File: config.mk
export PLATFORM = sky130hd
export DESIGN_NAME = spare_bit_regs
export DESIGN_NICKNAME = d
export VERILOG_FILES = /design/src/hw/spare_bit_pkg.sv /design/src/hw/rx_spare4_assembler.sv /design/src/hw/spare_bit_regs.sv
export SDC_FILE = /design/constraint.sdc
export NUM_CORES = 1
export LEC_CHECK = 0
export BUFFER_PORTS_ARGS = -buffer_cell sky130_fd_sc_hd__buf_2
export CAP_MARGIN = 20
export CORE_MARGIN = 10
export CORE_UTILIZATION = 55
export DETAILED_ROUTE_END_ITERATION = 7
export PLACE_DENSITY_LB_ADDON = 0.1
export SYNTH_ARGS = -nofsm -noshare
export SYNTH_HDL_FRONTEND = slang
export SYNTH_SLANG_ARGS = --single-unit
File: constraint.sdc
create_clock -name CLK -period 2.1 [get_ports CLK]
set_input_delay 0.21 -clock CLK [delete_from_list [all_inputs] [get_ports CLK]]
set_output_delay 0.21 -clock CLK [all_outputs]
set_load 0.005 [all_outputs]
File: src/hw/spare_bit_pkg.sv
// Constants, register map and reset values for the E1 spare-bit pattern block.
package spare_bit_pkg;

  localparam int          NUM_SPARE      = 5;
  localparam int          PAT_W          = 8;
  localparam int          FRAME_IDX_W    = 4;
  localparam int          ADDR_W         = 8;
  localparam int          DATA_W         = 32;
  localparam int          STRB_W         = 4;

  // Word indices of the registers; the byte address is four times the index.
  localparam logic [5:0]  REG_IDX_TX4    = 6'h00;
  localparam logic [5:0]  REG_IDX_TX8    = 6'h04;
  localparam logic [5:0]  REG_IDX_RX4    = 6'h05;
  localparam logic [ADDR_W-1:0] ADDR_TX4 = 8'h00;
  localparam logic [ADDR_W-1:0] ADDR_RX4 = 8'h14;

  localparam logic [PAT_W-1:0] TX_PAT_RESET = 8'hff;
  localparam logic [PAT_W-1:0] RX_CAP_RESET = 8'h00;

  // Frame index carries frame number minus one, so even frames have the LSB set.
  localparam logic        EVEN_FRAME_LSB = 1'b1;
  localparam logic [2:0]  PAT_MSB        = 3'h7;
  localparam logic [FRAME_IDX_W-1:0] IDX_FRAME2  = 4'h1;
  localparam logic [FRAME_IDX_W-1:0] IDX_FRAME16 = 4'hf;

endpackage

File: src/hw/rx_spare4_assembler.sv
// Gathers received Sa4 bits over one multiframe and loads them at its end.
`timescale 1ns/1ns
module rx_spare4_assembler (
  input  wire logic                                    CLK,
  input  wire logic                                    SYS_RST,
  input  wire logic                                    bit_strobe,
  input  wire logic [spare_bit_pkg::FRAME_IDX_W-1:0]   frame_idx,
  input  wire logic                                    spare_bit,
  input  wire logic                                    mf_end,
  input  wire logic                                    link_enable,
  output logic      [spare_bit_pkg::PAT_W-1:0]         captured_bits
);
  import spare_bit_pkg::*;

  typedef struct packed {
    logic [PAT_W-1:0] shadow;
    logic [PAT_W-1:0] capture;
  } asm_s;

  asm_s st_q;
  asm_s st_d;

  // Even frames write their bit into the shadow; the visible copy changes only at
  // the multiframe end, so a read never mixes two multiframes.
  always_comb
  begin
    st_d = st_q;
    if (bit_strobe && frame_idx[0] == EVEN_FRAME_LSB)
    begin
      st_d.shadow[PAT_MSB - frame_idx[3:1]] = spare_bit;
    end
    if (mf_end && link_enable)
    begin
      st_d.capture = st_d.shadow;
    end
  end

  // State register.
  always_ff @(posedge CLK)
  begin
    if (SYS_RST)
    begin
      st_q.shadow  <= RX_CAP_RESET;
      st_q.capture <= RX_CAP_RESET;
    end
    else
    begin
      st_q <= st_d;
    end
  end

  assign captured_bits = st_q.capture;
endmodule // rx_spare4_assembler

File: src/hw/spare_bit_regs.sv
// APB register block for transmit spare-bit patterns and the received Sa4 capture.
//
// Register access over APB and the address map were decided locally.
`timescale 1ns/1ns
module spare_bit_regs (
  input  wire logic                                              CLK,
  input  wire logic                                              SYS_RST,
  input  wire logic                                              PSEL,
  input  wire logic                                              PENABLE,
  input  wire logic                                              PWRITE,
  input  wire logic [spare_bit_pkg::ADDR_W-1:0]                  PADDR,
  input  wire logic [spare_bit_pkg::DATA_W-1:0]                  PWDATA,
  input  wire logic [spare_bit_pkg::STRB_W-1:0]                  PSTRB,
  output logic      [spare_bit_pkg::DATA_W-1:0]                  PRDATA,
  output logic                                                   PREADY,
  output logic                                                   PSLVERR,
  input  wire logic [spare_bit_pkg::NUM_SPARE-1:0]               TX_LINK_ENABLE,
  input  wire logic [spare_bit_pkg::NUM_SPARE-1:0]               TX_FROM_REGISTER,
  input  wire logic [spare_bit_pkg::FRAME_IDX_W-1:0]             TX_FRAME_IDX,
  output logic      [spare_bit_pkg::NUM_SPARE-1:0]               TX_SPARE_BITS,
  output logic      [spare_bit_pkg::NUM_SPARE-1:0]               TX_SPARE_FROM_REG,
  input  wire logic                                              RX_SPARE4_LINK_ENABLE,
  input  wire logic                                              RX_SPARE4_STROBE,
  input  wire logic [spare_bit_pkg::FRAME_IDX_W-1:0]             RX_FRAME_IDX,
  input  wire logic                                              RX_SPARE4_BIT,
  input  wire logic                                              RX_MF_END
);
  import spare_bit_pkg::*;

  typedef logic [PAT_W-1:0] pat_t;

  typedef struct packed {
    pat_t [NUM_SPARE-1:0]  tx_pat;
    logic [DATA_W-1:0]     rdata;
    logic [NUM_SPARE-1:0]  tx_bits;
    logic [NUM_SPARE-1:0]  tx_src;
  } regs_s;

  regs_s                 st_q;
  regs_s                 st_d;
  logic  [PAT_W-1:0]     rx_captured;
  logic  [5:0]           word_idx;
  logic                  hit_tx;
  logic                  hit_rx;
  logic                  setup_ph;
  logic                  access_ph;
  logic                  wr_tx;
  logic  [2:0]           tx_sel;
  logic  [2:0]           tx_bit_pos;

  // The capture half runs in its own module so the shadow stays private.
  rx_spare4_assembler u_rx4 (
    .CLK           (CLK),
    .SYS_RST       (SYS_RST),
    .bit_strobe    (RX_SPARE4_STROBE),
    .frame_idx     (RX_FRAME_IDX),
    .spare_bit     (RX_SPARE4_BIT),
    .mf_end        (RX_MF_END),
    .link_enable   (RX_SPARE4_LINK_ENABLE),
    .captured_bits (rx_captured)
  );

  // Address decode; only the word index counts, the two low bits are ignored.
  assign word_idx   = PADDR[ADDR_W-1:2];
  assign hit_tx     = (word_idx >= REG_IDX_TX4) && (word_idx <= REG_IDX_TX8);
  assign hit_rx     = (word_idx == REG_IDX_RX4);
  assign setup_ph   = PSEL && !PENABLE;
  assign access_ph  = PSEL && PENABLE;
  assign tx_sel     = word_idx[2:0];
  assign tx_bit_pos = PAT_MSB - TX_FRAME_IDX[3:1];
  assign wr_tx      = access_ph && PWRITE && hit_tx && PSTRB[0];

  // Read data is latched in the setup cycle, so the access phase never waits and
  // PRDATA still comes straight from a flip-flop.
  assign PREADY  = 1'b1;
  // Unmapped words and writes to the read-only capture answer with an error.
  assign PSLVERR = access_ph && (!(hit_tx || hit_rx) || (hit_rx && PWRITE));

  // Next-state logic for the pattern registers, read data and transmit bits.
  always_comb
  begin
    st_d = st_q;
    if (setup_ph)
    begin
      st_d.rdata = '0;
      if (hit_tx)
      begin
        st_d.rdata[PAT_W-1:0] = st_q.tx_pat[tx_sel];
      end
      else if (hit_rx && RX_SPARE4_LINK_ENABLE)
      begin
        st_d.rdata[PAT_W-1:0] = rx_captured;
      end
    end
    if (wr_tx)
    begin
      st_d.tx_pat[tx_sel] = PWDATA[PAT_W-1:0];
    end
    // One pass per spare position: select the bit for this frame and flag
    // whether the framer should insert it from the register.
    for (int k = 0; k < NUM_SPARE; k++)
    begin
      st_d.tx_bits[k] = st_q.tx_pat[k][tx_bit_pos];
      st_d.tx_src[k]  = TX_LINK_ENABLE[k] && TX_FROM_REGISTER[k];
    end
  end

  // State register; patterns come up as all ones so an idle line sends ones.
  always_ff @(posedge CLK)
  begin
    if (SYS_RST)
    begin
      st_q.tx_pat  <= {NUM_SPARE{TX_PAT_RESET}};
      st_q.rdata   <= '0;
      st_q.tx_bits <= '0;
      st_q.tx_src  <= '0;
    end
    else
    begin
      st_q <= st_d;
    end
  end

  assign PRDATA            = st_q.rdata;
  assign TX_SPARE_BITS     = st_q.tx_bits;
  assign TX_SPARE_FROM_REG = st_q.tx_src;
endmodule // spare_bit_regs

* After elaboration in Yosys (flattened, before gate mapping)
Index checks and enable logic that the tools add are counted.
Widths: inputs -> output; s select.
** Storage, ports and cells
- Flip-flop bits (word level) :: 74
- Logic and storage cells :: 63
** Cells by class
- Equal/unequal tests :: 1
- Order comparisons :: 7
- Reduce and logical (&&, ||, !) cells :: 22
- Add/sub/neg operators :: 2
- Muxes and demuxes :: 21
** Operators with widths (number)
- $bwmux 40 :: 1
- $mux 8 :: 5
- $bmux 8 s3 :: 1
- $demux 8 s3 :: 1
- $logic_and 1x1->1 :: 18
- $bmux 1 s3 :: 5
- $lt 3x4->1 const B :: 3
- $bwmux 8 :: 1
- $eq 6x3->1 const B :: 1
- $ge 3x1->1 const B :: 2
- $ge 6x1->1 const B :: 1
- $le 6x3->1 const B :: 1
- $mux 1 :: 6
- $sub 3x3->3 const A :: 2
- $demux 1 s3 :: 1
- $logic_not 1->1 :: 2
- $logic_or 1x1->1 :: 2

* Longest topological paths before layout
Gate-level depths: netlist of the first run.
- Word-level depth :: 7
- Depth in mapped cells :: 7
- Mapped depth without buffers :: 4

* Hierarchy
A second synthesis of the first run with hierarchy kept.
** Unflattened totals
- Cells, all modules :: 406
- Area total of the unflattened synthesis :: 3781.1 µm²
** By module, submodules not included
- spare_bit_regs :: cells an instance 325, instances 1, area each 3060.4 µm²
- rx_spare4_assembler :: cells an instance 81, instances 1, area each 720.7 µm²

* Worst setup path after synthesis of the first run
No wires, ideal clock.
- Path kind :: input port to flip-flop
- Start :: input PADDR[3] (netlist name)
- End :: register st_q[79] (netlist name)
- Data arrival time :: 1.348 ns
- Stages :: 7
- Setup slack :: 0.632 ns
- Library setup time :: 0.120 ns
- Path buffers :: 3
- Data required time :: 1.980 ns
- Cell sequence :: buf_6 -> nor3b_4 -> and3_1 -> buf_4 -> buf_6 -> nor2b_1 -> a211o_1
** On the way
- Word-level cells in the longest chain between the ends :: 5
** RTL lines
- from (decl) :: RTL line spare_bit_regs.sv:11 : input wire logic [spare_bit_pkg::ADDR_W-1:0] PADDR,
- $lt 3x4->1 (not written as such) / $ge 3x1->1 (equally long branches) :: RTL line spare_bit_regs.sv:97 : st_d.tx_pat[tx_sel] = PWDATA[PAT_W-1:0];
- $logic_and 1x1->1 (not written as such) :: RTL line spare_bit_regs.sv:97
- $mux 8 (not written as such) :: RTL line spare_bit_regs.sv:97
- $demux 8 s3 :: RTL line spare_bit_regs.sv:97
- $bwmux 40 :: RTL line spare_bit_regs.sv:97
- to (signal assigned) :: RTL line spare_bit_regs.sv:120 : st_q <= st_d;
- to (decl) :: RTL line spare_bit_regs.sv:39 : regs_s st_q;
Several ways; a longest one is shown, not always the timed one.
A chain may end at the register's enable or synchronous reset.

* Worst setup path in the final report of the first run
- Start :: input PADDR[2] (netlist name)
- End :: register st_q[76] (netlist name)
Same word-level chain as after synthesis.

==> results of run 1 <==
## registers in the layout (all words and copies together), names as in the netlist
signal	count
st_q	40
TX_SPARE_FROM_REG	5
TX_SPARE_BITS	5
u_rx4.captured_bits	8
PRDATA	8
u_rx4.st_q	8
## critical path, cell delays in order
cell and delay [ps]:
buf_2 210, nor3b_4 430, and3_1 220, buf_4 210, nor2b_1 70, a211o_1 270
## cell families after synthesis
group | synth area share
other | 0.00206
muxes | 0.146
buffers and inverters | 0.129
and+or+nand+nor | 0.179
AOI/OAI and AO/OA | 0.139
DFF | 0.405
## layout make-up
cell class / count / area, sq um
clock inverters: 3 / 40.0
multi-input cells: 266 / 1790
clock buffers: 12 / 145
repair buffers: 66 / 360
inverters: 3 / 11.3
well taps: 77 / 96.3
fillers: 573 / 2470
flip-flops and latches: 74 / 1480
## synthesized netlist by cell type (all sizes together)
cell	number	area, sq um
and4b	1	10.0
and2	1	6.26
a221oi	3	26.3
inv	3	11.3
a211oi	8	60.1
nand3b	1	7.51
nand3	2	10.0
dfxtp	74	1480
clkbuf	13	48.8
mux2	11	124
a21oi	31	166
nand2	15	56.3
mux4	11	248
nor3	32	165
nor2b	9	56.3
a211o	8	70.1
a222oi	4	40.0
buf	57	413
nor4	2	42.5
and4	2	17.5
nand2b	3	18.8
conb	2	7.51
mux2i	16	160
or3	1	11.3
and3	3	18.8
nand4	3	18.8
nor3b	2	26.3
a22oi	9	67.6
o21ai	10	50.0
nor2	50	188
o31a	3	26.3
## routing by layer
metal  track usage  wire length [um]  up-vias  share of wire
li1              -                 -     1391              -
met1         0.194              3580     1291           0.42
met2         0.273              4070       84           0.48
met3        0.0517               698       11          0.083
met4        0.0547               112        0          0.013
met5             0                 0        -              0
## metrics by stage
step / cells / hold WS [ps] / worst slack (ps) / total power [W] / util
floorplan: 413 / 324 / 632 / 0.00166 / -
global placement: 486 / 424 / 408 / 0.00170 / 0.585
detailed placement: 486 / 432 / 397 / 0.00170 / 0.585
CTS: 501 / 66.4 / 730 / 0.00274 / 0.614
global route: 501 / 76.1 / 644 / 0.00283 / 0.614
finish: 501 / 80.5 / 709 / 0.00273 / 0.614
## worst paths after layout
| check | startpoint | end | slack, ps | depth (start not counted) |
|---|---|---|---|---|
| setup / recovery | PADDR[2] | st_q[76] | 710 | 6 |
| setup reg to reg | st_q[58] | PRDATA[0] | 870 | 3 |
| hold / removal | TX_FROM_REGISTER[3] | TX_SPARE_FROM_REG[3] | 80 | 3 |
| hold reg to reg | st_q[67] | st_q[67] | 470 | 2 |
## where the power goes
group          switching (W)  internal, W  total, W
Combinational       0.000148    0.0000889  0.000237
Clock               0.000483     0.000572   0.00106
Sequential        0.00000940      0.00142   0.00143
Total               0.000641      0.00209   0.00273
==> impl_metrics.json, run 1 <==
{
  "antenna_found_initial": 0,
  "wl_per_cell_um": 16.9,
  "power_leakage_nw": 1.53,
  "cp.arrival_ps": 1620,
  "viasPerCell": 5.54,
  "crit_type": "input pin to register",
  "power_density_mw_per_mm2": 695,
  "port_buffers": 59,
  "grt_usage": 0.163,
  "post_cts_buffers": 0,
  "areaGrowthSynthToFinish_pct": 7.29,
  "status": "complete, no violations",
  "die_x_um": 102,
  "crit_path_end_kind": "register",
  "final_common_cell": "dfxtp_1",
  "diodes": 0,
  "peakVddDrop_mv": 0.543,
  "synth_seq_cells": 74,
  "clock_sinks": 74,
  "ant_nets": 0,
  "die_h_um": 102,
  "nets": 491,
  "clock_path_buffers": 2,
  "cp_data_required_time_ps": 2330,
  "cts.root.buffer_cell": "clkbuf_8",
  "maxSlewViolCount": 0,
  "layout-drive-gt1-share": 0.241,
  "worst_pin_slew_ps": 700,
  "h-tree-depth": 3,
  "grt_overflow": 0,
  "final_cell_mix": "74 x dfxtp_1, 59 x buf_2, 50 x nor2_1",
  "numCtsBuffers": 9,
  "dieArea_sq_mm": 0.0103,
  "grt_max_degree": 83,
  "dp_hpwl_mm": 6.41,
  "ys_warn_count": 0,
  "postCtsHoldBufs": 0,
  "rsz0062_at_grt": "false",
  "num_vias": 2777,
  "synth_area_sq_mm": 0.00365,
  "setup-tns-final_ps": 0,
  "placed_area_sq_mm": 0.00373,
  "finalWirelength_mm": 8.46,
  "ioPinCount": 115,
  "clock_latency_ps": 340,
  "drc_errors": 0,
  "min_period_ps": 1390,
  "cts-resized-gates": 0,
  "cts.clk_slew.worst_paths_ps": 70,
  "path_max_fanout": 16,
  "fmax_ghz": 0.719,
  "gp_congestion": 0.852,
  "max-slew-margin-rel": 0.533,
  "core_sq_mm": 0.00639,
  "fin_crit_sh": 0.662,
  "dr.pass1.iters": 4,
  "ys_seq_area_frac": 0.405,
  "hold_class": "input pin to register",
  "grt_pass1_vias": 2675,
  "grt_pass1_wl_mm": 13.5,
  "drt-initial-drc-count": 187,
  "tritoncts": "done",
  "clock_skew_ps": 6.13,
  "avgSynthCellArea_sq_um": 9.37,
  "hold_viol": 0,
  "row_count": 29,
  "finalSetupViolations": 0,
  "netlist_instances": 390,
  "fin_area_sq_mm": 0.00392,
  "start_kind": "input pin",
  "ys_types": 39,
  "initial_core_util": 0.572,
  "max-cap-violations": 0
}
No activity file was read; power rests on OpenSTA's default activity.
==> run 2: changes to the inputs <==
--- a/config.mk
+++ b/config.mk
@@ -5,10 +5,11 @@
 export SDC_FILE = /design/constraint.sdc
 export NUM_CORES = 1
 export LEC_CHECK = 0
+export ABC_AREA = 1
 export BUFFER_PORTS_ARGS = -buffer_cell sky130_fd_sc_hd__buf_2
 export CAP_MARGIN = 20
 export CORE_MARGIN = 10
-export CORE_UTILIZATION = 55
+export CORE_UTILIZATION = 47
 export DETAILED_ROUTE_END_ITERATION = 7
 export PLACE_DENSITY_LB_ADDON = 0.1
 export SYNTH_ARGS = -nofsm -noshare
==> constraint.sdc (replaced) <==
create_clock -name CLK -period 1.1 [get_ports CLK]
set_input_delay 0.11 -clock CLK [delete_from_list [all_inputs] [get_ports CLK]]
set_output_delay 0.11 -clock CLK [all_outputs]
set_load 0.005 [all_outputs]
==> run 2 against run 1 <==
Net effect:
- total power up 110%
- critical endpoint is now TX_SPARE_BITS[4]
- global-route usage up 1.3 points
- largest cell class unchanged
- die area up 23%
==> impl_metrics.json, run 2 <==
{
  "synth_top_area_share": 0.368,
  "tritoncts": "done",
  "synth-edff-count": 0,
  "netlist_instances": 587,
  "final_common_cell": "nand2_1",
  "critical_path.top_delay_family": "flip-flops",
  "multiInputGateArea_sq_mm": 0.00195,
  "numCtsBuffers": 9,
  "peakVddDrop_mv": 0.738,
  "grt_overflow": 0,
  "cp.arrival_ps": 1310,
  "grt_max_degree": 41,
  "seq_area_sq_mm": 0.00149,
  "drc_errors": 0,
  "synth_compound_area_frac": 0.104,
  "ys_async_sr_fraction": 0,
  "grt_pass1_vias": 3604,
  "worstPathCellList": "nor2_1, o21ai_0, o21ai_0, nor2_1",
  "h-tree-depth": 3,
  "total_power_w": 0.00569,
  "ys_warn_count": 0,
  "core_sq_mm": 0.00826,
  "port_buffers": 59,
  "final_cell_mix": "139 x nand2_1, 71 x dfxtp_1, 69 x nand3_1",
  "viasPerCell": 5.08,
  "cp_data_required_time_ps": 1360,
  "final_util": 0.568,
  "fmax_ghz": 0.955,
  "grt_pass1_wl_mm": 18.3,
  "clock_path_buffers": 2,
  "path_max_fanout": 3,
  "finalSetupViolations": 0,
  "antenna_found_initial": 0,
  "synth_area_leaders": "dfxtp_1 37%, nand2_1 13%, nand3_1 8.6%, buf_4 8.4%, o21ai_0 6.0%",
  "synth_area_sq_mm": 0.00402,
  "ys_seq_area_frac": 0.368,
  "rsz0062_at_grt": "false",
  "critPathBufInv": 0,
  "yosys.cell_count.top_type": "nand2_1",
  "crit_path_end_kind": "register",
  "clock_skew_ps": 7.83,
  "crit_start": "st_q[74]",
  "clock_latency_ps": 350,
  "max-cap-violations": 0,
  "yosys.area_share.simple": 0.355,
  "ant_nets": 0,
  "cts.root.buffer_cell": "clkbuf_8",
  "r2r-start": "st_q[74]",
  "die_x_um": 113,
  "ys_types": 26,
  "fin_crit_sh": 0.952,
  "synthFlopType": "dfxtp_1",
  "finalWirelength_mm": 11.3,
  "cts.clk_slew.worst_paths_ps": 80,
  "avgSynthCellArea_sq_um": 6.85,
  "drt-initial-drc-count": 244,
  "crit_type": "register to register",
  "synth_largest_area_cell": "dfxtp_1",
  "hold_viol": 0,
  "fillers": 840,
  "nets": 725,
  "slowest_delay_ps": 400,
  "initial_core_util": 0.487,
  "grt_usage": 0.176,
  "power_density_mw_per_mm2": 1210,
  "hold_class": "input pin to register",
  "regMostFlops": "st_q",
  "dp_hpwl_mm": 8.78,
  "layout_setup_ws_ps": 52.4,
  "critPathSlowestCell": "dfxtp_1",
  "diodes": 0,
  "hold_start": "PWDATA[6]",
  "synthMuxAreaShare": 0,
  "synthAdderAreaFrac": 0,
  "min_period_ps": 1050,
  "synth_seq_cells": 74,
  "num_vias": 3882,
  "power_leakage_nw": 2.55,
  "layout-drive-gt1-share": 0.202,
  "synth_xor_area_frac": 0,
  "areaGrowthSynthToFinish_pct": 16.6,
  "synth_top_family_by_area": "simple AND/OR/NAND/NOR gates",
  "pre_cts_ws_ps": -219,
  "gp_congestion": 0.893,
  "largest_register_ffs": 40,
  "start_kind": "register",
  "die_h_um": 113,
  "ioPinCount": 115,
  "dr.pass1.iters": 5,
  "clock_sinks": 74,
  "fin_hold_ws_ps": 52.7,
  "row_count": 33,
  "wl_per_cell_um": 14.8,
  "dieArea_sq_mm": 0.0127,
  "status": "complete, no violations",
  "netlist_top_cells_count": "140 x nand2_1, 74 x dfxtp_1, 69 x nand3_1, 52 x nor2_1, 51 x inv_1",
  "maxSlewViolCount": 0
}
run 2: metrics by stage:
step	instances	instance area (sq um)	setup TNS, ps
final	764	4690	0
after detailed placement	737	4370	-8060
after CTS	764	4680	0
after global placement	737	4370	-8090
after global routing	764	4690	0
after floorplan	610	4110	-293
run 2: tightest hold or removal path: stages:
cell,delay (ps)
buf_2,150
nand2_1,70
nand3_1,50
run 2: layer usage:
metal  global-route usage  part of all wire  vias up
met5                    0                 0        -
met4               0.0609             0.016        0
met3               0.0511             0.069       17
met2                0.269              0.45      123
met1                0.231              0.46     1777
li1                     -                 -     1965
run 2: path summary, 6_finish.rpt:
kind                           end  cells after the start  slack (ps)
setup / recovery  TX_SPARE_BITS[4]                      4          50
hold / removal            st_q[64]                      3          50
setup reg to reg  TX_SPARE_BITS[4]                      4          50
hold reg to reg           st_q[51]                      2         460
run 2: layout make-up:
class | instances | area share
well taps | 105 | 0.0280
flip-flops and latches | 74 | 0.317
clock buffers | 10 | 0.0293
clock inverters | 6 | 0.0139
repair buffers | 103 | 0.152
inverters | 56 | 0.0453
multi-input cells | 410 | 0.415
run 2: cells by family after synthesis:
logic type      count (synthesis)
compound gates                 82
buf+inv                       126
flops                          74
other cells                     2
simple gates                  303
run 2: report_power, final:
part,switching (W),internal (W)
Sequential,0.0000250,0.00274
Clock,0.00106,0.00111
Combinational,0.000454,0.000299
run 2: timing repair:
action                                  CTS  global route
setup buffers                             1             0
pin swaps                                 1             1
resized for setup                         0             4
cloned                                    0             0
hold endpoints to repair                  5             0
hold buffers                             10             0
endpoints found under the setup margin    1             3
